--- src/bdr_cfg.svh ---
`ifndef BDR_CFG_SVH
`define BDR_CFG_SVH

// Register byte addresses on the parallel bus.
`define BDR_A_INSTR    16'hff00
`define BDR_A_STATUS   16'hff01
`define BDR_A_SHIFT_HI 16'hff02
`define BDR_A_SHIFT_LO 16'hff03
`define BDR_A_ADDR_HI  16'hff04
`define BDR_A_ADDR_LO  16'hff05
`define BDR_A_CCR      16'hff06

// Status bit positions and reset value.
`define BDR_ST_EN     7
`define BDR_ST_ACT    6
`define BDR_ST_TAG    5
`define BDR_ST_SDV    4
`define BDR_ST_TRC    3
`define BDR_ST_CKS    2
`define BDR_ST_RST    8'h00

// Instruction bit positions and fields.
`define BDR_IR_HF     7
`define BDR_IR_DATA   6
`define BDR_IR_RW     5
`define BDR_IR_BGND   4
`define BDR_IR_WB     3
`define BDR_IR_MAP    2
`define BDR_IR_RST    8'h00
`define BDR_IR_HWMASK 8'hfc
`define BDR_TTG_HI    4
`define BDR_TTG_LO    3
`define BDR_REG_HI    2
`define BDR_REG_LO    0

// Command encodings.
`define BDR_CMD_BGND  8'h90
`define BDR_TTG_GO    2'h1
`define BDR_TTG_TRC   2'h2
`define BDR_TTG_TAG   2'h3
`define BDR_REG_NEXT  3'h2
`define BDR_REG_PC    3'h3
`define BDR_NEXT_STEP 16'h0002

// Cycle counts.
`define BDR_ACT_DLY    3'h4
`define BDR_TAG_DLY    5'h10
`define BDR_IDLE_TICKS 10'h200
`define BDR_CMD_BITS   5'h08
`define BDR_WORD_BITS  5'h10

`endif

--- src/bdr_pkg.sv ---
`include "bdr_cfg.svh"

package bdr_pkg;
  typedef enum logic [1:0] {
    BDR_SER_CMD  = 2'b01,
    BDR_SER_DATA = 2'b10
  } bdr_ser_e;

  // Number of 16-bit words that follow a command byte.
  function automatic logic [1:0] bdr_words(input logic [7:0] cmd);
    if (!cmd[`BDR_IR_DATA]) begin
      return 2'h0;
    end
    if (cmd[`BDR_IR_HF]) begin
      return 2'h2;
    end
    return 2'h1;
  endfunction
endpackage

--- src/bdr_ser_if.sv ---
interface bdr_ser_if;
  logic        bit_valid;
  logic        bit_val;
  logic        halt;
  logic        abort;
  logic        cmd_valid;
  logic [7:0]  cmd_byte;
  logic        word_valid;
  logic [15:0] word;
  logic        busy;

  modport engine (input bit_valid, bit_val, halt, abort,
                  output cmd_valid, cmd_byte, word_valid, word, busy);
  modport core (output bit_valid, bit_val, halt, abort,
                input cmd_valid, cmd_byte, word_valid, word, busy);
endinterface

--- src/bdr_shift.sv ---
`include "bdr_cfg.svh"

module bdr_shift (
  input wire logic  clk,
  input wire logic  rst_n,
  bdr_ser_if.engine ser
);
  bdr_pkg::bdr_ser_e state_ff;
  bdr_pkg::bdr_ser_e nxt_state;
  logic [4:0]        cnt_ff;
  logic [4:0]        nxt_cnt;
  logic [15:0]       acc_ff;
  logic [15:0]       nxt_acc;
  logic [1:0]        words_ff;
  logic [1:0]        nxt_words;
  logic              cmd_v_ff;
  logic              nxt_cmd_v;
  logic              word_v_ff;
  logic              nxt_word_v;
  logic [15:0]       acc_in;

  assign acc_in = {acc_ff[14:0], ser.bit_val};

  always_comb begin
    nxt_state  = state_ff;
    nxt_cnt    = cnt_ff;
    nxt_acc    = acc_ff;
    nxt_words  = words_ff;
    nxt_cmd_v  = 1'b0;
    nxt_word_v = 1'b0;
    if (ser.abort) begin
      nxt_state = bdr_pkg::BDR_SER_CMD;
      nxt_cnt   = 5'h00;
      nxt_words = 2'h0;
    end else if (ser.bit_valid && !ser.halt) begin
      nxt_acc = acc_in;
      nxt_cnt = cnt_ff + 5'h01;
      case (state_ff)
        bdr_pkg::BDR_SER_CMD: begin
          if (nxt_cnt == `BDR_CMD_BITS) begin
            nxt_cmd_v = 1'b1;
            nxt_cnt   = 5'h00;
            nxt_words = bdr_pkg::bdr_words(acc_in[7:0]);
            if (nxt_words != 2'h0) begin
              nxt_state = bdr_pkg::BDR_SER_DATA;
            end
          end
        end
        bdr_pkg::BDR_SER_DATA: begin
          if (nxt_cnt == `BDR_WORD_BITS) begin
            nxt_word_v = 1'b1;
            nxt_cnt    = 5'h00;
            nxt_words  = words_ff - 2'h1;
            if (words_ff == 2'h1) begin
              nxt_state = bdr_pkg::BDR_SER_CMD;
            end
          end
        end
        default: begin
          nxt_state = bdr_pkg::BDR_SER_CMD;
          nxt_cnt   = 5'h00;
        end
      endcase
    end
  end

  always_ff @(posedge clk or negedge rst_n) begin
    if (!rst_n) begin
      state_ff  <= bdr_pkg::BDR_SER_CMD;
      cnt_ff    <= 5'h00;
      acc_ff    <= 16'h0000;
      words_ff  <= 2'h0;
      cmd_v_ff  <= 1'b0;
      word_v_ff <= 1'b0;
    end else begin
      state_ff  <= nxt_state;
      cnt_ff    <= nxt_cnt;
      acc_ff    <= nxt_acc;
      words_ff  <= nxt_words;
      cmd_v_ff  <= nxt_cmd_v;
      word_v_ff <= nxt_word_v;
    end
  end

  assign ser.cmd_valid  = cmd_v_ff;
  assign ser.cmd_byte   = acc_ff[7:0];
  assign ser.word_valid = word_v_ff;
  assign ser.word       = acc_ff;
  assign ser.busy       = (state_ff == bdr_pkg::BDR_SER_DATA) || (cnt_ff != 5'h00);

  abort_restart_a: assert property (@(posedge clk) disable iff (!rst_n)
    ser.abort |=> (cnt_ff == 5'h00) && (state_ff == bdr_pkg::BDR_SER_CMD) && !cmd_v_ff)
    else $error("shifter did not restart after abort");

  halt_freeze_a: assert property (@(posedge clk) disable iff (!rst_n)
    (ser.halt && !ser.abort) |=> $stable(cnt_ff) && !cmd_v_ff && !word_v_ff)
    else $error("shifter moved while halted");
endmodule

--- src/bdr_top.sv ---
`include "bdr_cfg.svh"

// Overview of operation
// - Enable clear blocks active entry, hardware commands run; mode-strap entry and active-bit status writes bypass it here.
// - Enable resets to zero; firmware sets it.
// - Active set on entry; cleared write lands 4 cycles later.
// - Tagging set by tag-go, cleared on entry, 16-cycle delay.
// - No serial commands processed while tagging active.
// - Shifter-valid shows a completed shift.
// - Trace bit set by single-step command.
// - Clock select: 0 bus clock, 1 E clock.
// - Slower E clock forces E clock.
// - 512 idle debug ticks clear instruction register.
// - Instruction loads serially; parallel bus access too.
// - Hardware instruction bit decode, bits 1:0 zero.
// - Value 90 hex requests active debug entry.
// - Map select picks debug or user high page.
// - Trace/tag/go field: nop, go, trace, tag-go.
// - Register field selects next, PC, D, X, Y, SP.
// - Next access pre-increments X by 2.
// - Shift register is serial data, read/write always.
// - Address register written only by hardware, readable.
// - Entry saves condition codes; holding register read/write.
// - Active writable if H/F zero, clock select if one.
//
module bdr_top (
  input  wire logic        REF_CLK,
  input  wire logic        RESETN,
  input  wire logic        DBG_TICK,
  input  wire logic        E_CLOCK_SLOWER,
  input  wire logic        SPECIAL_SINGLE,
  input  wire logic        SPECIAL_PERIPH,
  input  wire logic        PIN_FALL,
  input  wire logic        PIN_BIT_VALID,
  input  wire logic        PIN_BIT,
  input  wire logic [15:0] BUS_ADDR,
  input  wire logic [7:0]  BUS_WDATA,
  input  wire logic        BUS_WR,
  input  wire logic        BUS_RD,
  output logic      [7:0]  BUS_RDATA,
  output logic             BUS_HIT,
  input  wire logic        BKPT_ENTER,
  input  wire logic [7:0]  CPU_CCR,
  input  wire logic [15:0] CPU_X,
  input  wire logic        MEM_ACK,
  input  wire logic [15:0] MEM_RDATA,
  output logic             DEBUG_ACTIVE,
  output logic             DEBUG_CLK_SEL,
  output logic             TAG_ENABLE,
  output logic             FW_GO,
  output logic             FW_TRACE,
  output logic             FW_TAG_AND_GO_CMD,
  output logic             FW_REG_STB,
  output logic      [2:0]  FW_REG_SEL,
  output logic      [15:0] NEXT_ADDR,
  output logic             MEM_REQ,
  output logic             MEM_WRITE,
  output logic             MEM_WORD,
  output logic             MEM_MAP_DEBUG,
  output logic      [15:0] MEM_ADDR,
  output logic      [15:0] MEM_WDATA
);
  ////////////////////////////////////////////////////////////////////////////
  logic        en_ff, nxt_en;
  logic        act_ff, nxt_act;
  logic        tag_ff, nxt_tag;
  logic        sdv_ff, nxt_sdv;
  logic        trc_ff, nxt_trc;
  logic        cks_ff, nxt_cks;
  logic        init_ff, nxt_init;
  logic        pend_ff, nxt_pend;
  logic        aval_ff, nxt_aval;
  logic [2:0]  acnt_ff, nxt_acnt;
  logic [4:0]  tcnt_ff, nxt_tcnt;
  logic        ton_ff, nxt_ton;
  logic [7:0]  instr_ff, nxt_instr;
  logic [9:0]  idle_ff, nxt_idle;
  logic        tmo_ff, nxt_tmo;
  logic [15:0] addr_ff, nxt_addr;
  logic [15:0] shift_ff, nxt_shift;
  logic [7:0]  ccr_ff, nxt_ccr;
  logic        widx_ff, nxt_widx;
  logic        mreq_ff, nxt_mreq;
  logic        mwr_ff, nxt_mwr;
  logic        mword_ff, nxt_mword;
  logic        mmap_ff, nxt_mmap;
  logic        go_ff, nxt_go;
  logic        trc1_ff, nxt_trc1;
  logic        tgo_ff, nxt_tgo;
  logic        rstb_ff, nxt_rstb;
  logic [2:0]  rsel_ff, nxt_rsel;
  logic [15:0] next_ff, nxt_next;
  logic [7:0]  rdata_ff, nxt_rdata;
  logic        hit_ff, nxt_hit;
  logic        clk_ff, nxt_clk;
  logic        map_on;
  logic        cpu_wr;
  logic        cpu_rd;
  logic [7:0]  cmd;
  logic [1:0]  ttg;
  logic [2:0]  regf;
  logic        hw_bgnd;
  logic        fw_v;
  logic        enter;
  logic        hw_st_wr;
  logic        st_wr;
  logic [7:0]  st_data;
  logic        act_wr;
  logic        cks_wr;
  logic        tag_cmd;
  logic        tmo_now;

  bdr_ser_if ser ();

  bdr_shift u_shift (
    .clk   (REF_CLK),
    .rst_n (RESETN),
    .ser   (ser)
  );

  assign ser.bit_valid = PIN_BIT_VALID;
  assign ser.bit_val   = PIN_BIT;
  assign ser.halt      = ton_ff;
  assign ser.abort     = tmo_ff;

  // Register decode for one address of the parallel map.
  function automatic logic bus_at(input logic [15:0] off);
    return map_on && (BUS_ADDR == off);
  endfunction

  ////////////////////////////////////////////////////////////////////////////
  // The parallel map is only visible while active or in peripheral mode.
  assign map_on  = act_ff || SPECIAL_PERIPH;
  assign cpu_wr  = BUS_WR && map_on;
  assign cpu_rd  = BUS_RD && map_on;
  assign cmd     = ser.cmd_byte;
  assign ttg     = cmd[`BDR_TTG_HI:`BDR_TTG_LO];
  assign regf    = cmd[`BDR_REG_HI:`BDR_REG_LO];
  assign hw_bgnd = ser.cmd_valid && (cmd == `BDR_CMD_BGND) && cmd[`BDR_IR_BGND];
  // Firmware commands run only out of the debug ROM, hence the active term.
  assign fw_v    = ser.cmd_valid && !cmd[`BDR_IR_HF] && act_ff;
  assign enter   = (hw_bgnd || BKPT_ENTER) && en_ff && !act_ff;
  assign tag_cmd = fw_v && (ttg == `BDR_TTG_TAG);
  // A hardware write of either size to the status address with the debug map chosen.
  assign hw_st_wr = ser.word_valid && instr_ff[`BDR_IR_HF] && widx_ff
                    && !instr_ff[`BDR_IR_RW] && instr_ff[`BDR_IR_MAP]
                    && (addr_ff == `BDR_A_STATUS);
  assign st_wr   = (cpu_wr && bus_at(`BDR_A_STATUS)) || hw_st_wr;
  assign st_data = hw_st_wr ? ser.word[7:0] : BUS_WDATA;
  assign act_wr  = st_wr && !instr_ff[`BDR_IR_HF];
  assign cks_wr  = st_wr && instr_ff[`BDR_IR_HF];
  assign tmo_now = !PIN_FALL && DBG_TICK && (idle_ff == (`BDR_IDLE_TICKS - 10'h001));

  ////////////////////////////////////////////////////////////////////////////
  always_comb begin
    nxt_en   = en_ff;
    nxt_act  = act_ff;
    nxt_tag  = tag_ff;
    nxt_sdv  = sdv_ff;
    nxt_trc  = trc_ff;
    nxt_cks  = cks_ff;
    nxt_init = 1'b1;
    nxt_pend = pend_ff;
    nxt_aval = aval_ff;
    nxt_acnt = acnt_ff;
    nxt_tcnt = tcnt_ff;
    nxt_ton  = ton_ff;
    // Mode straps are caught on the first edge after reset release.
    if (!init_ff && (SPECIAL_SINGLE || SPECIAL_PERIPH)) begin
      nxt_act = 1'b1;
    end
    if (st_wr) begin
      nxt_en  = st_data[`BDR_ST_EN];
      nxt_tag = st_data[`BDR_ST_TAG];
      nxt_sdv = st_data[`BDR_ST_SDV];
      nxt_trc = st_data[`BDR_ST_TRC];
    end
    if (cks_wr) begin
      nxt_cks = st_data[`BDR_ST_CKS];
    end
    // The exit store must not unmap the ROM under the next fetches.
    if (act_wr) begin
      nxt_pend = 1'b1;
      nxt_aval = st_data[`BDR_ST_ACT];
      nxt_acnt = 3'h1;
    end else if (pend_ff) begin
      nxt_acnt = acnt_ff + 3'h1;
      if (acnt_ff == (`BDR_ACT_DLY - 3'h1)) begin
        nxt_act  = aval_ff;
        nxt_pend = 1'b0;
      end
    end
    if (ser.bit_valid && !ton_ff) begin
      nxt_sdv = 1'b0;
    end
    if (ser.word_valid || MEM_ACK) begin
      nxt_sdv = 1'b1;
    end
    if (fw_v && (ttg == `BDR_TTG_TRC)) begin
      nxt_trc = 1'b1;
    end
    if (tag_cmd) begin
      nxt_tag = 1'b1;
    end
    if (tag_cmd || st_wr) begin
      nxt_tcnt = 5'h01;
    end else if (tcnt_ff != 5'h00) begin
      nxt_tcnt = tcnt_ff + 5'h01;
      if (tcnt_ff == (`BDR_TAG_DLY - 5'h01)) begin
        nxt_ton  = tag_ff;
        nxt_tcnt = 5'h00;
      end
    end
    if (!tag_ff) begin
      nxt_ton = 1'b0;
    end
    if (enter) begin
      nxt_act  = 1'b1;
      nxt_tag  = 1'b0;
      nxt_ton  = 1'b0;
      nxt_tcnt = 5'h00;
      nxt_pend = 1'b0;
    end
  end

  always_ff @(posedge REF_CLK or negedge RESETN) begin
    if (!RESETN) begin
      en_ff   <= 1'b0;
      act_ff  <= 1'b0;
      tag_ff  <= 1'b0;
      sdv_ff  <= 1'b0;
      trc_ff  <= 1'b0;
      cks_ff  <= 1'b0;
      init_ff <= 1'b0;
      pend_ff <= 1'b0;
      aval_ff <= 1'b0;
      acnt_ff <= 3'h0;
      tcnt_ff <= 5'h00;
      ton_ff  <= 1'b0;
    end else begin
      en_ff   <= nxt_en;
      act_ff  <= nxt_act;
      tag_ff  <= nxt_tag;
      sdv_ff  <= nxt_sdv;
      trc_ff  <= nxt_trc;
      cks_ff  <= nxt_cks;
      init_ff <= nxt_init;
      pend_ff <= nxt_pend;
      aval_ff <= nxt_aval;
      acnt_ff <= nxt_acnt;
      tcnt_ff <= nxt_tcnt;
      ton_ff  <= nxt_ton;
    end
  end

  ////////////////////////////////////////////////////////////////////////////
  always_comb begin
    nxt_instr = instr_ff;
    nxt_idle  = idle_ff;
    nxt_tmo   = 1'b0;
    nxt_addr  = addr_ff;
    nxt_shift = shift_ff;
    nxt_ccr   = ccr_ff;
    nxt_widx  = widx_ff;
    nxt_mreq  = 1'b0;
    nxt_mwr   = mwr_ff;
    nxt_mword = mword_ff;
    nxt_mmap  = mmap_ff;
    nxt_go    = 1'b0;
    nxt_trc1  = 1'b0;
    nxt_tgo   = 1'b0;
    nxt_rstb  = 1'b0;
    nxt_rsel  = rsel_ff;
    nxt_next  = next_ff;
    nxt_rdata = 8'h00;
    nxt_hit   = 1'b0;
    nxt_clk   = cks_ff || E_CLOCK_SLOWER;
    if (PIN_FALL) begin
      nxt_idle = 10'h000;
    end else if (DBG_TICK) begin
      nxt_idle = tmo_now ? 10'h000 : idle_ff + 10'h001;
    end
    if (ser.cmd_valid) begin
      nxt_instr = cmd;
      nxt_widx  = 1'b0;
    end else if (cpu_wr && bus_at(`BDR_A_INSTR)) begin
      nxt_instr = BUS_WDATA;
    end
    if (tmo_now) begin
      nxt_instr = `BDR_IR_RST;
      nxt_tmo   = 1'b1;
    end
    if (fw_v) begin
      nxt_go   = (ttg == `BDR_TTG_GO);
      nxt_trc1 = (ttg == `BDR_TTG_TRC);
      nxt_tgo  = (ttg == `BDR_TTG_TAG);
      nxt_rsel = regf;
      nxt_rstb = (regf >= `BDR_REG_NEXT);
      if (regf == `BDR_REG_NEXT) begin
        nxt_next = CPU_X + `BDR_NEXT_STEP;
      end
    end
    if (ser.word_valid) begin
      if (!instr_ff[`BDR_IR_HF]) begin
        nxt_shift = ser.word;
      end else if (!widx_ff) begin
        nxt_addr = ser.word;
        nxt_widx = 1'b1;
        if (instr_ff[`BDR_IR_RW]) begin
          nxt_mreq = 1'b1;
          nxt_mwr  = 1'b0;
        end
      end else if (!instr_ff[`BDR_IR_RW]) begin
        nxt_shift = ser.word;
        if (!hw_st_wr) begin
          nxt_mreq = 1'b1;
          nxt_mwr  = 1'b1;
        end
      end
    end
    if (nxt_mreq) begin
      nxt_mword = instr_ff[`BDR_IR_WB];
      nxt_mmap  = instr_ff[`BDR_IR_MAP];
    end
    if (MEM_ACK) begin
      nxt_shift = MEM_RDATA;
    end
    if (cpu_wr && bus_at(`BDR_A_SHIFT_HI)) begin
      nxt_shift[15:8] = BUS_WDATA;
    end
    if (cpu_wr && bus_at(`BDR_A_SHIFT_LO)) begin
      nxt_shift[7:0] = BUS_WDATA;
    end
    if (cpu_wr && bus_at(`BDR_A_CCR)) begin
      nxt_ccr = BUS_WDATA;
    end
    if (enter) begin
      nxt_ccr = CPU_CCR;
    end
    if (cpu_rd) begin
      nxt_hit = 1'b1;
      case (BUS_ADDR)
        `BDR_A_INSTR:    nxt_rdata = instr_ff[`BDR_IR_HF] ? (instr_ff & `BDR_IR_HWMASK)
                                                           : instr_ff;
        `BDR_A_STATUS:   nxt_rdata = {en_ff, act_ff, tag_ff, sdv_ff, trc_ff, cks_ff, 2'h0};
        `BDR_A_SHIFT_HI: nxt_rdata = shift_ff[15:8];
        `BDR_A_SHIFT_LO: nxt_rdata = shift_ff[7:0];
        `BDR_A_ADDR_HI:  nxt_rdata = addr_ff[15:8];
        `BDR_A_ADDR_LO:  nxt_rdata = addr_ff[7:0];
        `BDR_A_CCR:      nxt_rdata = ccr_ff;
        default:         nxt_hit   = 1'b0;
      endcase
    end
  end

  always_ff @(posedge REF_CLK or negedge RESETN) begin
    if (!RESETN) begin
      instr_ff <= `BDR_IR_RST;
      idle_ff  <= 10'h000;
      tmo_ff   <= 1'b0;
      addr_ff  <= 16'h0000;
      shift_ff <= 16'h0000;
      ccr_ff   <= 8'h00;
      widx_ff  <= 1'b0;
      mreq_ff  <= 1'b0;
      mwr_ff   <= 1'b0;
      mword_ff <= 1'b0;
      mmap_ff  <= 1'b0;
      go_ff    <= 1'b0;
      trc1_ff  <= 1'b0;
      tgo_ff   <= 1'b0;
      rstb_ff  <= 1'b0;
      rsel_ff  <= 3'h0;
      next_ff  <= 16'h0000;
      rdata_ff <= 8'h00;
      hit_ff   <= 1'b0;
      clk_ff   <= 1'b0;
    end else begin
      instr_ff <= nxt_instr;
      idle_ff  <= nxt_idle;
      tmo_ff   <= nxt_tmo;
      addr_ff  <= nxt_addr;
      shift_ff <= nxt_shift;
      ccr_ff   <= nxt_ccr;
      widx_ff  <= nxt_widx;
      mreq_ff  <= nxt_mreq;
      mwr_ff   <= nxt_mwr;
      mword_ff <= nxt_mword;
      mmap_ff  <= nxt_mmap;
      go_ff    <= nxt_go;
      trc1_ff  <= nxt_trc1;
      tgo_ff   <= nxt_tgo;
      rstb_ff  <= nxt_rstb;
      rsel_ff  <= nxt_rsel;
      next_ff  <= nxt_next;
      rdata_ff <= nxt_rdata;
      hit_ff   <= nxt_hit;
      clk_ff   <= nxt_clk;
    end
  end

  assign BUS_RDATA     = rdata_ff;
  assign BUS_HIT       = hit_ff;
  assign DEBUG_ACTIVE  = act_ff;
  assign DEBUG_CLK_SEL = clk_ff;
  assign TAG_ENABLE    = ton_ff;
  assign FW_GO         = go_ff;
  assign FW_TRACE      = trc1_ff;
  assign FW_TAG_AND_GO_CMD      = tgo_ff;
  assign FW_REG_STB    = rstb_ff;
  assign FW_REG_SEL    = rsel_ff;
  assign NEXT_ADDR     = next_ff;
  assign MEM_REQ       = mreq_ff;
  assign MEM_WRITE     = mwr_ff;
  assign MEM_WORD      = mword_ff;
  assign MEM_MAP_DEBUG = mmap_ff;
  assign MEM_ADDR      = addr_ff;
  assign MEM_WDATA     = shift_ff;

  ////////////////////////////////////////////////////////////////////////////
  enable_gate_a: assert property (@(posedge REF_CLK) disable iff (!RESETN)
    (init_ff && !en_ff && !act_ff && !pend_ff && !act_wr) |=> !act_ff)
    else $error("active mode entered while disabled");

  bgnd_enter_a: assert property (@(posedge REF_CLK) disable iff (!RESETN)
    (hw_bgnd && en_ff && !act_ff) |=> act_ff && !tag_ff && !TAG_ENABLE)
    else $error("background command did not enter active mode");

  act_delay_a: assert property (@(posedge REF_CLK) disable iff (!RESETN)
    (act_wr && !st_data[`BDR_ST_ACT] && act_ff) |=> act_ff [*3] ##1 !act_ff)
    else $error("active clear not exactly four cycles late");

  tag_delay_a: assert property (@(posedge REF_CLK) disable iff (!RESETN)
    (tag_cmd && !enter && !st_wr) |=> !TAG_ENABLE ##15 (TAG_ENABLE || !tag_ff))
    else $error("tagging not active sixteen cycles after set");

  sdv_set_a: assert property (@(posedge REF_CLK) disable iff (!RESETN)
    ser.word_valid |=> sdv_ff)
    else $error("shifter valid not set after completed shift");

  trace_set_a: assert property (@(posedge REF_CLK) disable iff (!RESETN)
    (fw_v && (ttg == `BDR_TTG_TRC)) |=> trc_ff && FW_TRACE)
    else $error("trace bit not set by single step");

  clk_force_a: assert property (@(posedge REF_CLK) disable iff (!RESETN)
    E_CLOCK_SLOWER |=> DEBUG_CLK_SEL)
    else $error("slow E clock did not force clock select");

  idle_clear_a: assert property (@(posedge REF_CLK) disable iff (!RESETN)
    tmo_now |=> (instr_ff == `BDR_IR_RST) ##1 (u_shift.cnt_ff == 5'h00))
    else $error("idle timeout did not clear instruction");

  next_inc_a: assert property (@(posedge REF_CLK) disable iff (!RESETN)
    (fw_v && (regf == `BDR_REG_NEXT)) |=> (NEXT_ADDR == $past(CPU_X) + `BDR_NEXT_STEP))
    else $error("next address not X plus two");

  ccr_save_a: assert property (@(posedge REF_CLK) disable iff (!RESETN)
    enter |=> (ccr_ff == $past(CPU_CCR)))
    else $error("condition codes not saved on entry");

  cks_guard_a: assert property (@(posedge REF_CLK) disable iff (!RESETN)
    (st_wr && !instr_ff[`BDR_IR_HF]) |=> $stable(cks_ff))
    else $error("clock select changed by firmware write");
endmodule

--- config.mk ---
export PLATFORM = sky130hd
export DESIGN_NAME = bdr_top
export DESIGN_NICKNAME = d
export VERILOG_FILES = /design/src/bdr_pkg.sv /design/src/bdr_ser_if.sv /design/src/bdr_shift.sv /design/src/bdr_top.sv
export VERILOG_INCLUDE_DIRS = /design/src
export SDC_FILE = /design/constraint.sdc
export NUM_CORES = 1
export LEC_CHECK = 0
export BUFFER_PORTS_ARGS = -buffer_cell sky130_fd_sc_hd__buf_2
export CAP_MARGIN = 20
export CORE_ASPECT_RATIO = 0.7
export CORE_MARGIN = 1.5
export CORE_UTILIZATION = 60
export CTS_CLUSTER_DIAMETER = 120
export DETAILED_ROUTE_END_ITERATION = 6
export PLACE_DENSITY = 0.88
export SETUP_SLACK_MARGIN = 0.5
export SLEW_MARGIN = 5
export SYNTH_ARGS = -nofsm -noshare
export SYNTH_HDL_FRONTEND = slang
export SYNTH_SLANG_ARGS = --single-unit
--- constraint.sdc ---
create_clock -name REF_CLK -period 6.1 [get_ports REF_CLK]
set_input_delay 0.305 -clock REF_CLK [delete_from_list [all_inputs] [get_ports REF_CLK]]
set_output_delay 0.305 -clock REF_CLK [all_outputs]
set_load 0.05 [all_outputs]
==> results of run 1 <==
## registers in the layout, summed over array words and instances, names as in the netlist, 2 cells and up
name,flops
u_shift.state_ff,2
NEXT_ADDR,16
idle_ff,10
tcnt_ff,5
MEM_ADDR,16
u_shift.ser.word,16
FW_REG_SEL,3
u_shift.cnt_ff,5
BUS_RDATA,8
acnt_ff,3
u_shift.words_ff,2
instr_ff,8
ccr_ff,8
MEM_WDATA,16
## per-stage QoR
step | util | worst slack, ns | hold slack (ns)
4_1_cts | 0.748 | 3.45 | 0.0775
3_3_place_gp | 0.695 | 3.67 | 0.363
3_5_place_dp | 0.695 | 3.53 | 0.368
5_1_grt | 0.749 | 3.42 | 0.0715
2_1_floorplan | - | 3.73 | 0.00941
6_report | 0.749 | 3.62 | 0.0778
## repair_timing
action | CTS | global route
endpoints found under the hold margin | 72 | 0
endpoints found under the setup margin | 0 | 0
hold buffers | 1 | 0
## layout by cell type (no fill, tap or decap), types with 4 or more instances in the layout
| master | netlist | routed |
|---|---|---|
| sky130_fd_sc_hd__buf_2 | 8 | 146 |
| sky130_fd_sc_hd__dfrtp_1 | 141 | 141 |
| sky130_fd_sc_hd__mux2_2 | 91 | 91 |
| sky130_fd_sc_hd__nand2_1 | 64 | 64 |
| sky130_fd_sc_hd__nor2_1 | 53 | 52 |
| sky130_fd_sc_hd__o21ai_0 | 44 | 44 |
| sky130_fd_sc_hd__mux2i_1 | 31 | 31 |
| sky130_fd_sc_hd__nand3_1 | 19 | 19 |
| sky130_fd_sc_hd__inv_1 | 19 | 19 |
| sky130_fd_sc_hd__clkbuf_16 | 0 | 17 |
| sky130_fd_sc_hd__xnor2_1 | 13 | 13 |
| sky130_fd_sc_hd__nor2b_1 | 13 | 13 |
| sky130_fd_sc_hd__a21oi_1 | 13 | 13 |
| sky130_fd_sc_hd__xor2_1 | 11 | 11 |
| sky130_fd_sc_hd__ha_1 | 11 | 11 |
| sky130_fd_sc_hd__nand4_1 | 9 | 9 |
| sky130_fd_sc_hd__nor3_1 | 9 | 9 |
| sky130_fd_sc_hd__a211oi_1 | 8 | 8 |
| sky130_fd_sc_hd__and3_1 | 7 | 7 |
| sky130_fd_sc_hd__a221oi_1 | 6 | 6 |
| sky130_fd_sc_hd__nor4b_1 | 5 | 5 |
| sky130_fd_sc_hd__a31oi_1 | 5 | 5 |
| sky130_fd_sc_hd__a222oi_1 | 5 | 5 |
| sky130_fd_sc_hd__or4_1 | 5 | 5 |
| sky130_fd_sc_hd__nor3b_1 | 5 | 4 |
| sky130_fd_sc_hd__a41oi_1 | 4 | 4 |
| sky130_fd_sc_hd__nor4_1 | 4 | 4 |
| sky130_fd_sc_hd__o31ai_1 | 4 | 4 |
| sky130_fd_sc_hd__clkinv_4 | 0 | 4 |
## report_power, final
group	switching (W)	leakage, nW	internal, W
sequential	0.000250	1.75	0.00112
combinational	0.000567	2.18	0.000366
clock	0.000414	0.293	0.000668
## cells in the mapped netlist (3+ instances only)
master	number
sky130_fd_sc_hd__dfrtp_1	141
sky130_fd_sc_hd__mux2_2	91
sky130_fd_sc_hd__nand2_1	64
sky130_fd_sc_hd__nor2_1	53
sky130_fd_sc_hd__o21ai_0	44
sky130_fd_sc_hd__mux2i_1	31
sky130_fd_sc_hd__clkbuf_1	22
sky130_fd_sc_hd__inv_1	19
sky130_fd_sc_hd__nand3_1	19
sky130_fd_sc_hd__a21oi_1	13
sky130_fd_sc_hd__nor2b_1	13
sky130_fd_sc_hd__xnor2_1	13
sky130_fd_sc_hd__ha_1	11
sky130_fd_sc_hd__xor2_1	11
sky130_fd_sc_hd__nand4_1	9
sky130_fd_sc_hd__nor3_1	9
sky130_fd_sc_hd__a211oi_1	8
sky130_fd_sc_hd__buf_2	8
sky130_fd_sc_hd__and3_1	7
sky130_fd_sc_hd__a221oi_1	6
sky130_fd_sc_hd__a222oi_1	5
sky130_fd_sc_hd__a31oi_1	5
sky130_fd_sc_hd__nor3b_1	5
sky130_fd_sc_hd__nor4b_1	5
sky130_fd_sc_hd__or4_1	5
sky130_fd_sc_hd__a41oi_1	4
sky130_fd_sc_hd__nor4_1	4
sky130_fd_sc_hd__o31ai_1	4
sky130_fd_sc_hd__a22o_1	3
sky130_fd_sc_hd__a22oi_1	3
sky130_fd_sc_hd__and4_1	3
sky130_fd_sc_hd__nand4b_1	3
sky130_fd_sc_hd__nor4_4	3
sky130_fd_sc_hd__o22ai_1	3
sky130_fd_sc_hd__o2bb2ai_1	3
sky130_fd_sc_hd__or2_2	3
sky130_fd_sc_hd__or3_1	3
## layer usage
metal / vias up / part of all wire / track usage / wire (µm)
li1: 2826 / - / - / -
met3: 67 / 0.079 / 0.0746 / 1730
met4: 0 / 0.031 / 0.136 / 685
met1: 3132 / 0.43 / 0.453 / 9270
met2: 366 / 0.46 / 0.546 / 10100
met5: - / 0 / 0 / 0
## path summary, 6_finish.rpt
check                                end           start  slack (ns)  cells after the start
max                              aval_ff     MEM_ADDR[3]        3.62                      5
min                        DEBUG_CLK_SEL  E_CLOCK_SLOWER        0.08                      2
max reg2reg                      aval_ff     MEM_ADDR[3]        3.62                      5
min reg2reg                NEXT_ADDR[10]   NEXT_ADDR[10]        0.48                      2
max in group asynchronous    MEM_ADDR[1]          RESETN        4.24                      3
min in group asynchronous     idle_ff[3]          RESETN        0.45                      2
## layout make-up
class,instances,area (µm²),share of cell area
Inverter,19,71.3,0.00798
Sequential cell,142,3550,0.398
Clock buffer,20,457,0.0511
Multi-Input combinational cell,502,3720,0.417
Timing Repair Buffer,151,772,0.0864
Tap cell,157,196,0.0220
Clock inverter,12,161,0.0181
## worst register-to-register path: cells and delay by family, from the launching register on
kind | cells | cell delay [ns]
simple gates | 3 | 1.21
mux | 2 | 0.69
flops | 1 | 0.46
## kinds of logic after synthesis
group / synth area share
DFF: 0.475
muxes: 0.183
AOI/OAI and AO/OA: 0.107
and+or+nand+nor: 0.158
buffers and inverters: 0.0299
adders and majority gates: 0.0184
other: 0.000501
xor gates and xnor gates: 0.0281
==> qor.txt, run 1 <==
SYNTH
----------------------------------------------------------------------------------------------------
Post-synth design cell area                                                              0.00749 mm²
Nets in the synthesized netlist                                                                  786
Synth area leaders                                                                      sky130_fd_sc_hd__dfrtp_1, sky130_fd_sc_hd__mux2_2, sky130_fd_sc_hd__mux2i_1
Synth Register Bits                                                                              142
Portion of synthesized cell area occupied by the leading cell type                             0.471
Leading area contributor after synthesis                                                sky130_fd_sc_hd__dfrtp_1
Fraction of synthesis flops using an asynchronous set or reset pin                              1.00
Synth Warn #                                                                                       0
Cell count after synthesis                                                                       698
Primary FF master, synth                                                                sky130_fd_sc_hd__dfrtp_1
Count of distinct cell types in the synthesized netlist                                           72
Post-synthesis sequential area ratio                                                           0.475
Post-synth EDFFs                                                                                   0
Synthesized area per cell                                                                   10.7 µm²

TIMING
----------------------------------------------------------------------------------------------------
Final critical delay including setup and external delays                                     2.48 ns
Period Utilization, post-route                                                                 0.407
Clk_skew                                                                                  0.00702 ns
Highest attainable clock frequency                                                           403 MHz
Count of final max-slew check failures                                                             0
Measured slew at the worst slew-check pin                                                    1.00 ns
Final-report hold violation count                                                                  0
Post-route setup TNS                                                                            0 ns
Relative slew slack                                                                            0.331
Final count of negative-setup-slack endpoints                                                      0
Setup repair after global routing missed its margin                                               no

POWER
----------------------------------------------------------------------------------------------------
Post-layout power                                                                          0.00338 W
Worst IR drop on VDD                                                                      0.000276 V
Total power density per cell area                                                         379 mW/mm²
Cell leakage power                                                                           4.22 nW

CLOCK TREE
----------------------------------------------------------------------------------------------------
Clock-pin slew reported for the worst setup and hold paths after clock tree synthesis        0.06 ns
CTS Buffer Depth                                                                                   2
Postcts setup bufs                                                                                 0
Total clock buffers created by CTS                                                                17
H-tree lvl count                                                                                   4
Master cell of the clock root buffer                                                    sky130_fd_sc_hd__clkbuf_16
Clock tree from TritonCTS                                                                       done
Sinks on the clock net                                                                           142
Cells resized by post-CTS repair                                                                   0
Clock latency reported for the late side of the worst-skew pair                              0.42 ns

GLOBAL ROUTE
----------------------------------------------------------------------------------------------------
Number of global-route vias before repair                                                      6,189
Maximum number of pins on one net before global-route repair                                      74
GRT Overall Usage                                                                              0.340
Final global-route overflow total                                                                  0
First-pass GRT wire length                                                                 33,400 µm
Number of antenna violations at the first check in global routing                                  0

FLOORPLANNING
----------------------------------------------------------------------------------------------------
Die footprint                                                                             0.0132 mm²
Total number of placement rows                                                                    33
Horizontal extent of the die                                                                  137 µm
Die height                                                                                   96.5 µm
Initial cell density of the core                                                               0.627
Core Box Area                                                                             0.0119 mm²
IO Count                                                                                         148

DETAILED ROUTING
----------------------------------------------------------------------------------------------------
Via density                                                                                     6.37
Initial DRT Pass Iterations                                                                        7
Drt drc                                                                                            2
DRT antenna net count                                                                              0
Final WL                                                                                   21,800 µm
Routed len/inst                                                                              21.7 µm
Total number of vias                                                                           6,391
DRC marker count from the first detailed-route iteration                                         683

WORST SETUP PATH
----------------------------------------------------------------------------------------------------
CP max stage delay                                                                           0.63 ns
Element type at the critical path start                                                    flip-flop
Crit path max-delay family                                                              simple AND/OR/NAND/NOR gates
Crit Path Max Fanout                                                                               9
Crit Path Class                                                                           reg -> reg
Element type at the critical path end                                                      flip-flop
Critical Path Most Common Cell                                                          sky130_fd_sc_hd__mux2_1
Total buffers and inverters traversed by the critical path                                         0
Cells along the critical path                                                           nor4bb_1 -> nand4_1 -> nor4_4 -> mux2_1 -> mux2_1
Worst path arrival time                                                                      2.78 ns
CP Data Required Time                                                                        6.40 ns
Cell with the largest stage delay on the worst path                                     sky130_fd_sc_hd__nor4_4

FINISH
----------------------------------------------------------------------------------------------------
Non-filler instance count after layout                                                         1,003
Number of nets in the layout                                                                     921
Diode insertion count for antenna repair                                                           0
Final cell area excluding filler cells                                                   0.00893 mm²
# fillers                                                                                        830
Growth of design area from synthesis to finish                                                 19.3%
Fraction of final layout cells with drive strength greater than 1                              0.340

MIN PATH
----------------------------------------------------------------------------------------------------
Worst Hold Class                                                                           in -> reg

PLACEMENT
----------------------------------------------------------------------------------------------------
Area after DPL                                                                           0.00829 mm²
Placed insts                                                                                     969
Detailed placer's ending HPWL                                                              15,500 µm
Final GP Congestion                                                                            0.942
Number of I/O port buffers                                                                       147

RUN STATUS
----------------------------------------------------------------------------------------------------
Violated checks                                                                         design-rule violations
Outcome                                                                                 finished, violations left

JOB
----------------------------------------------------------------------------------------------------
Max-capacitance violation count                                                                    0

Power figures use the tool's default switching activity.
==> run 2: changes to the inputs <==
- CORE_UTILIZATION: 60 -> 50
- PLACE_DENSITY: 0.88 -> 0.78
- clock period: 6.1 -> 2.1 ns (I/O delays scaled with it)
==> run 2 against run 1 <==
  * The run still ends with design-rule violations left
  * Worst hold slack worse by 0.071 ns
  * Flip-flop and latch count unchanged
  * Non-clock buffer count up 113
  * Global-route usage down 5.0 points
  * Sequential power rose to 2.8 times the previous value
  * Critical path depth up 2
  * Fmax up 21%
  * Combinational power rose to 4.2 times the previous value
  * First-iteration DRC count down 14%
  * Register-to-register slack worse by 3.6 ns
  * Sequential share of layout area down 6.3 points
  * Largest power group is now combinational logic
==> qor.txt, run 2 (same netlist as run 1, synthesis figures left out) <==
RUN STATUS
----------------------------------------------------------------------------------------------------
Outcome                                                                                 finished, violations left
Violated checks                                                                         design-rule violations

JOB
----------------------------------------------------------------------------------------------------
Max-capacitance violation count                                                                    0   unchanged

POWER
----------------------------------------------------------------------------------------------------
Sequential share of power                                                                      0.359   -0.045
Internal power                                                                             0.00670 W   +210%
Post-layout power                                                                           0.0107 W   +220%
Clock share of power                                                                           0.273   -0.047
Worst IR drop on VDD                                                                      0.000646 V   +130%
Combinational cell fraction of total power                                                     0.368   +0.092
Cell leakage power                                                                           5.00 nW   +18%
Net switching power of the design                                                          0.00397 W   +220%
Total power density per cell area                                                        1000 mW/mm²   +160%
Net Sw Frac                                                                                    0.372   +0.00787

WORST SETUP PATH
----------------------------------------------------------------------------------------------------
CP Data Required Time                                                                        2.44 ns   -3.96 ns
Crit Path Max Fanout                                                                               6   -3
Crit Path Class                                                                           reg -> reg
Element type at the critical path end                                                      flip-flop
Worst path arrival time                                                                      2.39 ns   -0.39 ns
Element type at the critical path start                                                    flip-flop

CLOCK TREE
----------------------------------------------------------------------------------------------------
Master cell of the clock root buffer                                                    sky130_fd_sc_hd__clkbuf_16
Sinks on the clock net                                                                           142   unchanged
Total clock buffers created by CTS                                                                17   unchanged
CTS Buffer Depth                                                                                   2   unchanged
Clock-pin slew reported for the worst setup and hold paths after clock tree synthesis        0.06 ns   about the same
H-tree lvl count                                                                                   4   unchanged
Clock tree from TritonCTS                                                                       done
Clock latency reported for the late side of the worst-skew pair                              0.42 ns   about the same

FINISH
----------------------------------------------------------------------------------------------------
Growth of design area from synthesis to finish                                                 42.6%
Multi-input gate area                                                                    0.00435 mm²   +17%
Most common cell after layout, fill and taps aside                                      sky130_fd_sc_hd__buf_2
# fillers                                                                                        941   +13%
Number of nets in the layout                                                                   1,034   +12%
Diode insertion count for antenna repair                                                           0   unchanged
Highest-count cells in the layout ignoring fill and taps                                sky130_fd_sc_hd__buf_2, sky130_fd_sc_hd__dfrtp_1, sky130_fd_sc_hd__buf_4
Fraction of final layout cells with drive strength greater than 1                              0.506   +0.165
Area taken by flip-flops and latches                                                     0.00358 mm²   +0.67%

PLACEMENT
----------------------------------------------------------------------------------------------------
Placement Setup Slack                                                                     0.00722 ns   -3.52 ns
Number of I/O port buffers                                                                       147   unchanged
Detailed placer's ending HPWL                                                              15,100 µm   -2.7%
Final GP Congestion                                                                            0.955   +1.3%

GLOBAL ROUTE
----------------------------------------------------------------------------------------------------
Number of global-route vias before repair                                                      6,446   +4.2%
First-pass GRT wire length                                                                 34,900 µm   +4.5%
Number of antenna violations at the first check in global routing                                  0   unchanged
Maximum number of pins on one net before global-route repair                                      66   -11%
Final global-route overflow total                                                                  0   unchanged
GRT Overall Usage                                                                              0.290   -0.0496

DETAILED ROUTING
----------------------------------------------------------------------------------------------------
Via density                                                                                     6.02   -5.5%
DRC marker count from the first detailed-route iteration                                         584   -14%
Initial DRT Pass Iterations                                                                        7   unchanged
Final WL                                                                                   24,500 µm   +13%
DRT antenna net count                                                                              0   unchanged
Routed len/inst                                                                              21.2 µm   -2.1%
Total number of vias                                                                           6,946   +8.7%
Drt drc                                                                                            2   unchanged

FLOORPLANNING
----------------------------------------------------------------------------------------------------
Die footprint                                                                             0.0157 mm²   +19%
Total number of placement rows                                                                    37   +12%
Initial cell density of the core                                                               0.510   -0.117
Core Box Area                                                                             0.0147 mm²   +23%
Die height                                                                                    105 µm   +9.2%
IO Count                                                                                         148   unchanged
Horizontal extent of the die                                                                  149 µm   +9.3%

MIN PATH
----------------------------------------------------------------------------------------------------
Worst Hold Class                                                                           in -> reg

TIMING
----------------------------------------------------------------------------------------------------
Count of final max-slew check failures                                                             0   unchanged
Clk_skew                                                                                   0.0105 ns   +0.00347 ns
Highest attainable clock frequency                                                           486 MHz   +21%
Final-report hold violation count                                                                  0   unchanged
Setup repair after global routing missed its margin                                              yes
Final count of negative-setup-slack endpoints                                                      0   unchanged
Slack of the critical path                                                                 0.0427 ns   -3.57 ns
Measured slew at the worst slew-check pin                                                   0.629 ns   -0.373 ns
Final critical delay including setup and external delays                                     2.06 ns   -0.426 ns
Period Utilization, post-route                                                                 0.980   +0.573
Relative slew slack                                                                            0.581   +0.250

run 2: changes by cell type in the layout (fill, tap and decap cells not counted), sizes merged:
cell / before / now
inv: 20 / 19
buf: 149 / 243
bufinv: 3 / 2
clkbuf: 21 / 23
clkinvlp: 3 / 2
dlygate4sd3: 1 / 19
clkinv: 5 / 7
run 2: cell type report:
type / count / share of cell area
timing repair buffer: 264 / 0.175
clock inverter: 11 / 0.0114
clock buffer: 21 / 0.0413
multi-input combinational: 502 / 0.407
tap: 195 / 0.0229
sequential: 142 / 0.335
inverter: 19 / 0.00691
run 2: worst max-delay path, cell delays in order (launching register included):
cell and delay (ns):
sky130_fd_sc_hd__dfstp_2 0.53, sky130_fd_sc_hd__inv_1 0.07, sky130_fd_sc_hd__ha_4 0.20, sky130_fd_sc_hd__inv_4 0.10, sky130_fd_sc_hd__a221oi_4 0.05, sky130_fd_sc_hd__a2111o_1 0.41
sky130_fd_sc_hd__or4_1 0.44, sky130_fd_sc_hd__a31oi_1 0.18
run 2: power groups by stage:
stage               registers, W  logic (W)  clock network (W)
finish                   0.00383    0.00392            0.00292
global route             0.00388    0.00416            0.00308
CTS                      0.00376    0.00351            0.00293
detailed placement       0.00378    0.00317                  0
global placement         0.00376    0.00314                  0
floorplan                0.00425    0.00172                  0
run 2: per-layer routing:
layer	track usage	part of all wire	vias up
li1	-	-	3054
met5	0	0	-
met3	0.0701	0.10	89
met4	0.110	0.036	0
met1	0.402	0.41	3353
met2	0.441	0.45	450
run 2: worst paths after layout:
kind | slack [ns] | startpoint | cells after the start | endpoint
max in group asynchronous | 1.11 | RESETN | 3 | u_shift.state_ff[0]
max | 0.04 | u_shift.state_ff[0] | 7 | u_shift.words_ff[0]
max reg2reg | 0.04 | u_shift.state_ff[0] | 7 | u_shift.words_ff[0]
min in group asynchronous | 0.29 | RESETN | 2 | u_shift.cnt_ff[3]
min | 0.007 | CPU_X[9] | 3 | NEXT_ADDR[9]
min reg2reg | 0.48 | NEXT_ADDR[11] | 2 | NEXT_ADDR[11]
run 2: metrics by stage:
stage	hold WS (ns)	TNS (ns)	cells	util	cell area, µm²
6_report	0.00664	0	1154	0.728	10700
5_1_grt	0.0223	-0.0341	1154	0.728	10700
4_1_cts	0.00148	0	1125	0.684	10000
3_5_place_dp	0.145	0	1050	0.604	8860
3_3_place_gp	0.143	0	1050	0.604	8860
2_1_floorplan	-0.191	-0.177	698	-	7740
run 2: repair_timing:
item / in CTS / in global routing
pin swaps: 14 / 33
buffers inserted: 23 / 23
gates cloned: 2 / 5
resized for setup: 51 / 110
hold buffers: 18 / 1
hold endpoints to repair: 79 / 1
setup endpoints to repair: 73 / 107
